### config.mk
export PLATFORM = sky130hd
export DESIGN_NAME = coag_addr_gen
export DESIGN_NICKNAME = d
export VERILOG_FILES = /design/src/coag_pkg.sv /design/src/coag_len_decode.sv /design/src/coag_addr_gen.sv
export SDC_FILE = /design/constraint.sdc
export NUM_CORES = 1
export LEC_CHECK = 0
export BUFFER_PORTS_ARGS = -buffer_cell sky130_fd_sc_hd__buf_2
export CAP_MARGIN = 20
export CORE_MARGIN = 10
export CORE_UTILIZATION = 40
export DETAILED_ROUTE_END_ITERATION = 10
export PLACE_DENSITY = 0.59
export SKIP_LAST_GASP = 1
export SLEW_MARGIN = 0
export SYNTH_ARGS = -nofsm -noshare
export SYNTH_HDL_FRONTEND = slang
export SYNTH_HIERARCHICAL = 1
export SYNTH_SLANG_ARGS = --single-unit
### constraint.sdc
create_clock -name ref_clk -period 4.4 [get_ports ref_clk]
set_input_delay 0.22 -clock ref_clk [delete_from_list [all_inputs] [get_ports ref_clk]]
set_output_delay 0.22 -clock ref_clk [all_outputs]
set_load 0.01 [all_outputs]
### src/coag_pkg.sv
// Package for the operand address generator: modes, classes, opcode fields.
// Assumes an 8-bit CPU with 16-bit addresses and a byte-wide fetch stream.
package coag_pkg;
    typedef enum logic [2:0] {
        COAG_INH = 3'b000,
        COAG_IMM = 3'b001,
        COAG_DIR = 3'b010,
        COAG_EXT = 3'b011,
        COAG_IX = 3'b100,
        COAG_IX1 = 3'b101,
        COAG_IX2 = 3'b110,
        COAG_REL = 3'b111
    } coag_mode_t;

    typedef enum logic [1:0] {
        COAG_CLS_CTRL = 2'b00,
        COAG_CLS_REGMEM = 2'b01,
        COAG_CLS_RMW = 2'b10,
        COAG_CLS_BRANCH = 2'b11
    } coag_class_t;

    // Opcode high nibble groups
    localparam logic [3:0] COAG_HI_BITBR = 4'h0;
    localparam logic [3:0] COAG_HI_BITMAN = 4'h1;
    localparam logic [3:0] COAG_HI_REL = 4'h2;
    localparam logic [3:0] COAG_HI_RMW_DIR = 4'h3;
    localparam logic [3:0] COAG_HI_RMW_A = 4'h4;
    localparam logic [3:0] COAG_HI_RMW_X = 4'h5;
    localparam logic [3:0] COAG_HI_RMW_IX1 = 4'h6;
    localparam logic [3:0] COAG_HI_RMW_IX = 4'h7;
    localparam logic [3:0] COAG_HI_CTRL_A = 4'h8;
    localparam logic [3:0] COAG_HI_CTRL_B = 4'h9;
    localparam logic [3:0] COAG_HI_IMM = 4'ha;
    localparam logic [3:0] COAG_HI_DIR = 4'hb;
    localparam logic [3:0] COAG_HI_EXT = 4'hc;
    localparam logic [3:0] COAG_HI_IX2 = 4'hd;
    localparam logic [3:0] COAG_HI_IX1 = 4'he;
    localparam logic [3:0] COAG_HI_IX = 4'hf;
    // Low nibble of the read-modify-write test operation
    localparam logic [3:0] COAG_LO_TEST = 4'hd;
    // Low nibble of the multiply opcode in the control group
    localparam logic [3:0] COAG_LO_MUL = 4'h2;
    // Low nibble of store opcodes: 7 accumulator, f index
    localparam logic [2:0] COAG_LO_STORE = 3'h7;
    localparam logic [7:0] COAG_PAGE0_HI = 8'h00;
    localparam logic [15:0] COAG_PC_RESET = 16'h0000;
    localparam logic [15:0] COAG_ADDR_RESET = 16'h0000;
    localparam logic [1:0] COAG_LEN_RESET = 2'h1;
endpackage : coag_pkg

### src/coag_len_decode.sv
// Opcode classifier: mode, length, instruction class, write-back need.
// Assumes the opcode byte is stable for the cycle it is presented.
`timescale 1ns/1ps
`default_nettype none
module coag_len_decode (
    // Opcode
    input wire logic [7:0] opcode,
    // Decode results
    output coag_pkg::coag_mode_t mode,
    output coag_pkg::coag_class_t iclass,
    output logic [1:0] length,
    output logic write_back,
    output logic reads_mem
);
    import coag_pkg::*;
    logic [3:0] hi;
    logic [3:0] lo;
    assign hi = opcode[7:4];
    assign lo = opcode[3:0];

    always_comb begin
        mode = COAG_INH;
        iclass = COAG_CLS_CTRL;
        write_back = 1'b0;
        reads_mem = 1'b0;
        unique case (hi)
            COAG_HI_BITBR: begin
                // Bit test and branch: direct operand plus displacement
                mode = COAG_DIR; // RQ4
                iclass = COAG_CLS_BRANCH;
                reads_mem = 1'b1;
            end
            COAG_HI_BITMAN: begin
                mode = COAG_DIR; // RQ3
                iclass = COAG_CLS_RMW; // RQ15
                write_back = 1'b1;
                reads_mem = 1'b1;
            end
            COAG_HI_REL: begin
                mode = COAG_REL; // RQ9
                iclass = COAG_CLS_BRANCH;
            end
            COAG_HI_RMW_DIR, COAG_HI_RMW_IX1, COAG_HI_RMW_IX: begin
                mode = (hi == COAG_HI_RMW_DIR) ? COAG_DIR :
                       (hi == COAG_HI_RMW_IX1) ? COAG_IX1 : COAG_IX;
                iclass = COAG_CLS_RMW; // RQ13
                write_back = (lo != COAG_LO_TEST); // RQ14
                reads_mem = 1'b1;
            end
            COAG_HI_RMW_A, COAG_HI_RMW_X: begin
                mode = COAG_INH; // RQ1
                iclass = COAG_CLS_RMW;
                write_back = (lo != COAG_LO_TEST); // RQ14
            end
            COAG_HI_CTRL_A, COAG_HI_CTRL_B: begin
                mode = COAG_INH; // RQ1
                iclass = (hi == COAG_HI_CTRL_A && lo == COAG_LO_MUL) ?
                         COAG_CLS_REGMEM : COAG_CLS_CTRL;
            end
            COAG_HI_IMM, COAG_HI_DIR, COAG_HI_EXT,
            COAG_HI_IX2, COAG_HI_IX1, COAG_HI_IX: begin
                unique case (hi)
                    COAG_HI_IMM: mode = COAG_IMM; // RQ2
                    COAG_HI_DIR: mode = COAG_DIR;
                    COAG_HI_EXT: mode = COAG_EXT;
                    COAG_HI_IX2: mode = COAG_IX2;
                    COAG_HI_IX1: mode = COAG_IX1;
                    default: mode = COAG_IX;
                endcase
                iclass = COAG_CLS_REGMEM; // RQ12
                // Stores write memory and never read it
                reads_mem = (hi != COAG_HI_IMM) &&
                            (lo[2:0] != COAG_LO_STORE);
            end
        endcase
    end

    always_comb begin
        unique case (mode)
            COAG_INH, COAG_IX: length = 2'd1; // RQ1 RQ6
            COAG_IMM, COAG_IX1, COAG_REL: length = 2'd2; // RQ2 RQ7
            COAG_DIR: length = (hi == COAG_HI_BITBR) ? 2'd3 : 2'd2; // RQ4
            COAG_EXT, COAG_IX2: length = 2'd3; // RQ5 RQ8
        endcase
    end
endmodule : coag_len_decode
`default_nettype wire

### src/coag_addr_gen.sv
// Operation
// RQ1: No-operand forms are one byte and produce no memory address.
// RQ2: Immediate forms are two bytes; second byte is the literal operand.
// RQ3: Direct forms are two bytes; address high byte is zero.
// RQ4: Bit test and branch is three bytes: direct address, then displacement.
// RQ5: Extended forms are three bytes; high address byte then low.
// RQ6: Indexed without offset is one byte; address is zero page index.
// RQ7: Indexed 8-bit offset is two bytes; address is index plus byte.
// RQ8: Indexed 16-bit offset is three bytes; offset high first plus index.
// RQ9: Relative form is used only by branch instructions.
// RQ10: Taken branch goes to PC plus sign-extended displacement, else next.
// RQ11: Displacement is two's complement, -128..+127 from next instruction.
// RQ12: Register/memory ops pair accumulator or index with a memory operand.
// RQ13: Read-modify-write reads, transforms and writes back the same place.
// RQ14: The test operation reads and evaluates but never writes back.
// RQ15: Read-modify-write covers shifts, rotates, bit set/clear, clr, etc.
// RQ16: Carry beyond bit 15 in address or target sums is dropped.
//
// Instruction byte collector and effective address generator.
// Assumes fetch presents one instruction byte per ref_clk with byte_valid,
// and that the execute stage supplies index and branch condition.
`timescale 1ns/1ps
`default_nettype none
module coag_addr_gen (
    // Clock and reset
    input wire logic ref_clk,
    input wire logic rst_b,
    // Fetch stream
    input wire logic byte_valid,
    input wire logic [7:0] byte_data,
    input wire logic [15:0] byte_pc,
    // CPU state
    input wire logic [7:0] index_reg,
    input wire logic branch_cond,
    // Decoded instruction
    output logic instr_done,
    output coag_pkg::coag_mode_t instr_mode,
    output coag_pkg::coag_class_t instr_class,
    output logic [1:0] instr_len,
    output logic [7:0] instr_opcode,
    output logic [7:0] imm_data,
    output logic mem_valid,
    output logic [15:0] mem_addr,
    output logic mem_read,
    output logic mem_write_back,
    output logic [15:0] next_pc,
    output logic branch_taken
);
    import coag_pkg::*;

    typedef enum logic [1:0] {
        COAG_S_OPC = 2'b00,
        COAG_S_B2 = 2'b01,
        COAG_S_B3 = 2'b10
    } coag_state_t;

    coag_state_t state_r;
    logic [7:0] opc_r;
    logic [7:0] b2_r;
    logic [15:0] opc_pc_r;
    logic [7:0] cur_opc;
    coag_mode_t dec_mode;
    coag_class_t dec_class;
    logic [1:0] dec_len;
    logic dec_wb;
    logic dec_rd;
    logic last_byte;
    logic [7:0] b2_v;
    logic [7:0] disp_v;
    logic [15:0] pc_after;
    logic [15:0] ea_v;
    logic [16:0] sum_v;
    logic [15:0] target_v;
    logic take_last;

    // A lone opcode byte is decoded straight from the stream
    assign cur_opc = (state_r == COAG_S_OPC) ? byte_data : opc_r;

    coag_len_decode u_dec (
        .opcode(cur_opc),
        .mode(dec_mode),
        .iclass(dec_class),
        .length(dec_len),
        .write_back(dec_wb),
        .reads_mem(dec_rd)
    );

    always_comb begin
        unique case (state_r)
            COAG_S_OPC: last_byte = (dec_len == 2'd1);
            COAG_S_B2: last_byte = (dec_len == 2'd2);
            default: last_byte = 1'b1;
        endcase
    end

    // Second byte is live in B2 state, registered in B3 state
    assign b2_v = (state_r == COAG_S_B2) ? byte_data : b2_r;
    // Displacement is always the final byte of a branch
    assign disp_v = byte_data;
    assign pc_after = opc_pc_r + {14'h0000, dec_len}; // RQ11 RQ16

    always_comb begin
        sum_v = 17'h0_0000;
        unique case (dec_mode)
            COAG_DIR: ea_v = {COAG_PAGE0_HI, b2_v}; // RQ3 RQ4
            COAG_EXT: ea_v = {b2_v, byte_data}; // RQ5
            COAG_IX: ea_v = {COAG_PAGE0_HI, index_reg}; // RQ6
            COAG_IX1: begin
                // Carry kept: reaches up to 0x01fe
                sum_v = {9'h000, index_reg} + {9'h000, byte_data}; // RQ7
                ea_v = sum_v[15:0];
            end
            COAG_IX2: begin
                sum_v = {1'b0, b2_v, byte_data} +
                        {9'h000, index_reg}; // RQ8
                ea_v = sum_v[15:0]; // RQ16
            end
            default: ea_v = COAG_ADDR_RESET; // RQ1 RQ2
        endcase
    end

    // Sign extension, wrap within 16 bits
    assign target_v = pc_after + {{8{disp_v[7]}}, disp_v}; // RQ10 RQ11 RQ16

    // Completes on the edge that takes the final byte
    assign take_last = byte_valid && last_byte;

    // Gaps between bytes leave the collector where it is
    always_ff @(posedge ref_clk) begin
        if (!rst_b) begin
            state_r <= COAG_S_OPC;
        end else if (byte_valid) begin
            if (last_byte) begin
                state_r <= COAG_S_OPC;
            end else if (state_r == COAG_S_OPC) begin
                state_r <= COAG_S_B2;
            end else begin
                state_r <= COAG_S_B3;
            end
        end
    end

    always_ff @(posedge ref_clk) begin
        if (!rst_b) begin
            opc_r <= 8'h00;
            opc_pc_r <= COAG_PC_RESET;
            b2_r <= 8'h00;
        end else if (byte_valid) begin
            if (state_r == COAG_S_OPC) begin
                opc_r <= byte_data;
                opc_pc_r <= byte_pc;
            end
            if (state_r == COAG_S_B2) begin
                b2_r <= byte_data;
            end
        end
    end

    // One-cycle pulse; every other output holds until the next one
    always_ff @(posedge ref_clk) begin
        if (!rst_b) begin
            instr_done <= 1'b0;
        end else begin
            instr_done <= take_last;
        end
    end

    always_ff @(posedge ref_clk) begin
        if (!rst_b) begin
            instr_mode <= COAG_INH;
            instr_class <= COAG_CLS_CTRL;
            instr_len <= COAG_LEN_RESET;
            instr_opcode <= 8'h00;
            imm_data <= 8'h00;
        end else if (take_last) begin
            instr_mode <= dec_mode;
            instr_class <= dec_class;
            instr_len <= dec_len;
            instr_opcode <= cur_opc;
            // Literal operand, no address
            imm_data <= (dec_mode == COAG_IMM) ? byte_data : 8'h00; // RQ2
        end
    end

    // Address reads zero when no operand lives in memory
    always_ff @(posedge ref_clk) begin
        if (!rst_b) begin
            mem_valid <= 1'b0;
            mem_addr <= COAG_ADDR_RESET;
            mem_read <= 1'b0;
            mem_write_back <= 1'b0;
        end else if (take_last) begin
            mem_valid <= (dec_mode != COAG_INH) &&
                         (dec_mode != COAG_IMM) &&
                         (dec_mode != COAG_REL); // RQ1 RQ9
            mem_addr <= ea_v;
            mem_read <= dec_rd; // RQ12
            mem_write_back <= dec_wb; // RQ13 RQ14
        end
    end

    // Branch condition counts only with the final byte
    always_ff @(posedge ref_clk) begin
        if (!rst_b) begin
            next_pc <= COAG_PC_RESET;
            branch_taken <= 1'b0;
        end else if (take_last) begin
            if (state_r == COAG_S_OPC) begin
                next_pc <= byte_pc + 16'h0001;
                branch_taken <= 1'b0;
            end else if (dec_class == COAG_CLS_BRANCH && branch_cond) begin
                next_pc <= target_v; // RQ10
                branch_taken <= 1'b1;
            end else begin
                next_pc <= pc_after; // RQ10
                branch_taken <= 1'b0;
            end
        end
    end
endmodule : coag_addr_gen
`default_nettype wire

==> results of run 1 <==
[cell usage in the layout, fill, tap and decap left out, drive strengths merged, types with 14 or more instances in the layout]
| cell | instances |
|---|---|
| a21boi | 39 |
| a21oi | 40 |
| a22o | 15 |
| buf | 116 |
| dfxtp | 94 |
| ha | 29 |
| mux2i | 17 |
| nand2 | 156 |
| nand3 | 25 |
| nor2 | 55 |
| nor3b | 14 |
| o21ai | 38 |
| xnor2 | 26 |
| xor2 | 20 |
[through the flow]
step | utilization, % | setup slack, ns | std cells
floorplan | - | 0.0584 | 782
global placement | 45.3 | 0.143 | 1044
detailed placement | 45.3 | 0.0773 | 1044
CTS | 47.0 | 0.0541 | 1058
global route | 47.3 | 0.000263 | 1059
finish | 47.3 | 0.293 | 1059
[worst max path at each step]
stage	start	end	slack (ns)	depth (start not counted)
global placement	state_r[1]	next_pc[15]	0.14	18
finish	state_r[1]	next_pc[15]	0.29	17
detailed placement	state_r[1]	next_pc[15]	0.08	18
floorplan	state_r[1]	next_pc[15]	0.06	21
CTS	state_r[1]	next_pc[15]	0.05	18
global route	state_r[1]	next_pc[15]	0.0003	18
[routing by layer]
layer	part of all wire, %	GRT usage (%)	vias up
li1	-	-	2981
met2	45	28.6	149
met5	0	0	-
met4	2.0	5.69	0
met1	47	24.1	2798
met3	5.4	4.17	21
[worst reg2reg max path: stages (launching register included)]
cell and delay, ns:
dfxtp_1 0.33, or2_2 0.35, nand2_1 0.10, nand2_2 0.12, a21boi_2 0.18, mux2i_2 0.09
or2_4 0.30, fa_1 0.43, nand3_1 0.20, nor2_1 0.09, and4_1 0.21, xor2_1 0.16
ha_2 0.40, and3_1 0.23, o2111ai_1 0.21, a211o_1 0.37, a211oi_2 0.18, nor3b_1 0.07
[sequential cells by signal, indices dropped and copies added, names as in the netlist]
signal and count:
instr_class 2, b2_r 8, mem_valid 1, branch_taken 1, mem_write_back 1, instr_opcode 8
instr_len 2, next_pc 16, instr_mode 3, state_r 2, instr_done 1, opc_r 8
imm_data 8, mem_read 1, opc_pc_r 16, mem_addr 16
[area by class of cell]
class / instances / share of cell area (%)
Clock buffer: 10 / 3.33
Inverter: 12 / 0.627
Timing Repair Buffer: 116 / 8.81
Tap cell: 188 / 3.27
Sequential cell: 94 / 26.2
Multi-Input combinational cell: 635 / 57.4
Clock inverter: 4 / 0.348
[cells by family after synthesis]
group / Yosys count
and+or+nand+nor: 320
AOI/OAI and AO/OA: 217
DFF: 94
buffers and inverters: 53
xor gates and xnor gates: 46
adders and majority gates: 32
muxes: 20
[timing repair]
item | in CTS | in global routing
setup endpoints to repair | 0 | 9
setup buffers | 0 | 1
resized for setup | 0 | 10
[report_power, final]
part | switching [µW] | internal (µW)
clock network | 324 | 390
registers | 47.4 | 926
logic | 572 | 354
==> impl_metrics.csv, run 1 <==
group,metric,value,unit
finish,n_fill_cell,1553,
die,rows,45,
yosys,synth_top_area_share,30.4,%
global_route,grt_pass1_vias,5577,
yosys,post-synth-top-count-cell,"nand2_1",
setup_path,path_max_fanout,9,
yosys,synth_area_leaders,"dfxtp_1, nand2_1, ha_1, a21boi_0, xnor2_1",
place,placed_area,6890,µm²
run,drv_cap,0,
die,core-area,15200,µm²
timing,grt_setup_unrepaired,"true",
place,hpwl,14400,µm
yosys,synth_xor_area_share,6.51,%
yosys,synthTopCellsByCount,"nand2_1, dfxtp_1, nor2_1, a21oi_1, a21boi_0",
die,die-area,20800,µm²
place,gp_congestion,0.921,
yosys,yosysSeqAreaShare,30.4,%
drt,via_per_inst,5.62,
finish,final_area,7190,µm²
global_route,grt_pass1_wl,30100,µm
yosys,ys.warnings.count,6,
die,start_util,40.7,%
yosys,synthCells,782,
yosys,synth-compound-area-share,24.3,%
drt,vias,5949,
finish,ff_latch_area,1880,µm²
setup_path,path_class,"reg -> reg",
die,die_h,144,µm
setup_path,ff2ff_setup_slack,0.29,ns
min_path,hp-class,"in -> reg",
die,die_w,144,µm
clock_tree,clk_latency,0.35,ns
setup_path,cp_slowest_stage_delay,0.43,ns
timing,final.min_clock_period,4.11,ns
setup_path,cp.arrival,4.35,ns
setup_path,cp_num_buf_inv,0,
setup_path,rr_worst_depth,17,
setup_path,rr_endpoint,"next_pc[15]",
clock_tree,tritoncts,"done",
yosys,synth_area,6190,µm²
yosys,async_flop_share,0,%
min_path,hp-start,"byte_pc[15]",
yosys,synth_cell_type_count,70,
yosys,synth_fa_ha_area_share,6.84,%
yosys,syn_nets,850,
global_route,gr-total-overflow,0,
yosys,synth-main-ff-cell,"dfxtp_1",
clock_tree,htreeDepth,3,
setup_path,start_kind,"flop",
timing,tightest_slew,1.05,ns
finish,final_nets,936,
timing,setup-tns-final,0,ns
yosys,yosys_register_bits,94,
timing,finalCritPeriodShare,93.3,%
setup_path,r2r_start,"state_r[1]",
yosys,yosys.area_share.simple,24.7,%
power_and_ir_drop,peakVddDrop,0.267,mV
timing,slew_viol_final,0,
yosys,muxShareOfSynthArea,3.62,%
clock_tree,cts_root_buf,"clkbuf_16",
timing,skew,0.00614,ns
finish,multi_input_area,4130,µm²
finish,drive_above_1_share,18.4,%
timing,finalHoldViolations,0,
drt,drt_iter0_markers,353,
power_and_ir_drop,p_leak,0.00314,µW
place,io_buffers,95,
drt,antenna_left,0,
yosys,synth_top_family_by_area,"simple AND/OR/NAND/NOR gates",
finish,syn_to_final_growth,16.1,%
clock_tree,cts_buffers,9,
clock_tree,clock_path_buffers,2,
drt,wl_per_cell,17.9,µm
power_and_ir_drop,p_per_area,364,nW/µm²
drt,wl,19000,µm
timing,max_slew_margin,29.5,%
setup_path,path_cells,"or2_2 > nand2_1 > nand2_2 > a21boi_2 > mux2i_2 > or2_4 > fa_1 > nand3_1 > nor2_1 > and4_1 > xor2_1 > ha_2 > and3_1 > o2111ai_1 > a211o_1 > a211oi_2 > nor3b_1",
run_status,status,"finished clean",
timing,max_freq,0.243,GHz
setup_path,required,4.64,ns
yosys,synth_edf_count,0,
die,ios,96,
clock_tree,postCtsHoldBufs,0,
min_path,min_to,"opc_pc_r[15]",
setup_path,crit_family,"simple AND/OR/NAND/NOR gates",
global_route,antenna_found_initial,0,
timing,hold_slack,0.154,ns
yosys,yosysTopAreaCell,"dfxtp_1",
drt,remaining_drc_errors,0,
global_route,track_usage,18.2,%
power_and_ir_drop,finalPower,2610,µW
min_path,holdPathStages,3,
clock_tree,clock_sinks,94,
clock_tree,clk_pin_slew,0.07,ns
finish,diodes,0,
global_route,grt_max_degree,52,
yosys,syn_avg_cell_area,7.91,µm²
setup_path,crit_slowest_cell,"fa_1",
timing,setup_viol,0,
drt,firstDrtPassIters,5,
setup_path,endpoint_kind,"flop",
No activity file was read; power rests on OpenSTA's default activity.
==> run 2: changes to the inputs <==
REMOVE_ABC_BUFFERS = 1   (was unset)
==> run 2 against run 1 <==
  * Clock skew is 0.00096 ns higher
  * Worst setup slack better by 0.035 ns
  * Combinational power up 2%
  * Clock-buffer cell count increased by 1
  * First-iteration DRC count decreased by 7.6%
  * Via count fell by 2.2%
  * Wire length decreased by 0.34%
==> impl_metrics.csv, run 2 (synthesis gave the netlist of run 1 again) <==
group,metric,value,unit
finish,top_regs,"mem_addr: 16 flops, next_pc: 16 flops, opc_pc_r: 16 flops",
clock_tree,cts_buffers,9,
setup_path,r2r_start,"state_r[1]",
clock_tree,postCtsHoldBufs,0,
drt,remaining_drc_errors,0,
clock_tree,clk_latency,0.36,ns
clock_tree,clock_sinks,94,
finish,final_area,7330,µm²
power_and_ir_drop,p_per_area,380,nW/µm²
setup_path,cp_slowest_stage_delay,0.44,ns
drt,wl_per_cell,17.7,µm
place,hpwl,14300,µm
die,die_h,144,µm
setup_path,rr_worst_depth,18,
clock_tree,tritoncts,"done",
die,die_w,144,µm
setup_path,start_kind,"flop",
finish,final_nets,942,
setup_path,crit_slowest_cell,"fa_1",
timing,fin_ws,0.328,ns
setup_path,required,4.64,ns
clock_tree,clock_path_buffers,2,
place,placed_area,6940,µm²
clock_tree,htreeDepth,3,
setup_path,path_class,"reg -> reg",
die,ios,96,
finish,layout_commonest_cell,"nand2_1",
clock_tree,cts_root_buf,"clkbuf_16",
place,place_ws,0.142,ns
finish,syn_to_final_growth,18.4,%
run,drv_cap,0,
finish,drive_above_1_share,19.5,%
global_route,grt_max_degree,41,
drt,drt_iter0_markers,326,
drt,vias,5821,
timing,hold_slack,0.134,ns
drt,via_per_inst,5.46,
timing,finalHoldViolations,0,
timing,max_slew_margin,29.2,%
finish,n_fill_cell,1558,
global_route,gr-total-overflow,0,
timing,skew,0.00710,ns
timing,setup_viol,0,
timing,max_freq,0.246,GHz
global_route,grt_pass1_vias,5607,
power_and_ir_drop,p_leak,0.00323,µW
timing,finalCritPeriodShare,92.5,%
drt,antenna_left,0,
setup_path,path_max_fanout,8,
setup_path,rr_endpoint,"next_pc[15]",
min_path,holdPathStages,3,
die,start_util,40.7,%
global_route,track_usage,18.3,%
power_and_ir_drop,peakVddDrop,0.228,mV
timing,tightest_slew,1.06,ns
min_path,hp-start,"byte_pc[15]",
timing,slew_viol_final,0,
setup_path,ff2ff_setup_slack,0.33,ns
place,io_buffers,95,
die,core-area,15200,µm²
timing,final.min_clock_period,4.07,ns
drt,firstDrtPassIters,5,
finish,layout_common_cells,"nand2_1, buf_2, dfxtp_1",
global_route,grt_pass1_wl,30200,µm
finish,diodes,0,
min_path,hp-class,"in -> reg",
setup_path,path_cells,"or2_2 > nand2_1 > nand2_1 > buf_4 > a21oi_1 > nor2_1 > or2_4 > fa_1 > nand3_1 > nor2_1 > and4_1 > xor2_2 > ha_2 > and3_1 > o2111ai_2 > a211o_1 > a211oi_2 > nor3b_1",
clock_tree,clk_pin_slew,0.07,ns
setup_path,endpoint_kind,"flop",
drt,wl,18900,µm
global_route,antenna_found_initial,0,
min_path,min_to,"opc_pc_r[15]",
run_status,status,"finished clean",
die,rows,45,
setup_path,cp.arrival,4.31,ns
die,die-area,20800,µm²
place,gp_congestion,0.977,
run 2: critical path, delay by kind of cell (launching register included):
family                   cells  cell delay, ns
XOR/XNOR                     1            0.15
adder cells (fa/ha/maj)      2            0.82
AND/OR/NAND/NOR             10            1.63
flip-flops                   1            0.32
buffers and inverters        1            0.17
AO/OA/AOI/OAI                4            0.86
run 2: cell type report:
type                       instances  area [µm²]  share of cell area [%]
inverter                          12        45.0                   0.615
timing repair buffer             122         678                    9.26
clock buffer                      11         243                    3.31
sequential                        94        1880                    25.7
tap                              188         235                    3.21
clock inverter                     5        81.3                    1.11
multi-input combinational        635        4160                    56.8
run 2: how the worst max path moves through the flow:
| stage | start | end | cells past startpoint |
|---|---|---|---|
| 4_1_cts | state_r[1] | next_pc[15] | 18 |
| 6_report | state_r[1] | next_pc[15] | 18 |
| 3_3_place_gp | state_r[1] | next_pc[15] | 18 |
| 2_1_floorplan | state_r[1] | next_pc[11] | 11 |
| 5_1_grt | state_r[1] | next_pc[15] | 19 |
| 3_5_place_dp | state_r[1] | next_pc[15] | 18 |
run 2: stage by stage:
step,TNS [ns],util (%),power [µW],instances
final,0,48.2,2790,1067
after CTS,0,47.8,2800,1067
after floorplan,-11.11,-,1580,741
after global routing,-0.00243,48.2,2950,1067
after detailed placement,0,45.6,1910,1051
after global placement,0,45.6,1920,1051
run 2: repair_timing:
action                                  4_1_cts  5_1_grt
buffers inserted                              0        0
endpoints found under the setup margin        0       10
gates resized for setup                       0       14
run 2: where the power goes:
part           total (µW)  switching, µW  internal [µW]
Sequential            971           45.1            925
Combinational         944            578            366
Clock                 871            355            515
run 2: layer usage:
metal  GRT usage, %  share of wire (%)  vias up
met2           28.6                 46      124
met4           6.86                1.9        0
met5              0                  0        -
li1               -                  -     2982
met1           24.3                 48     2693
met3           3.64                4.4       22
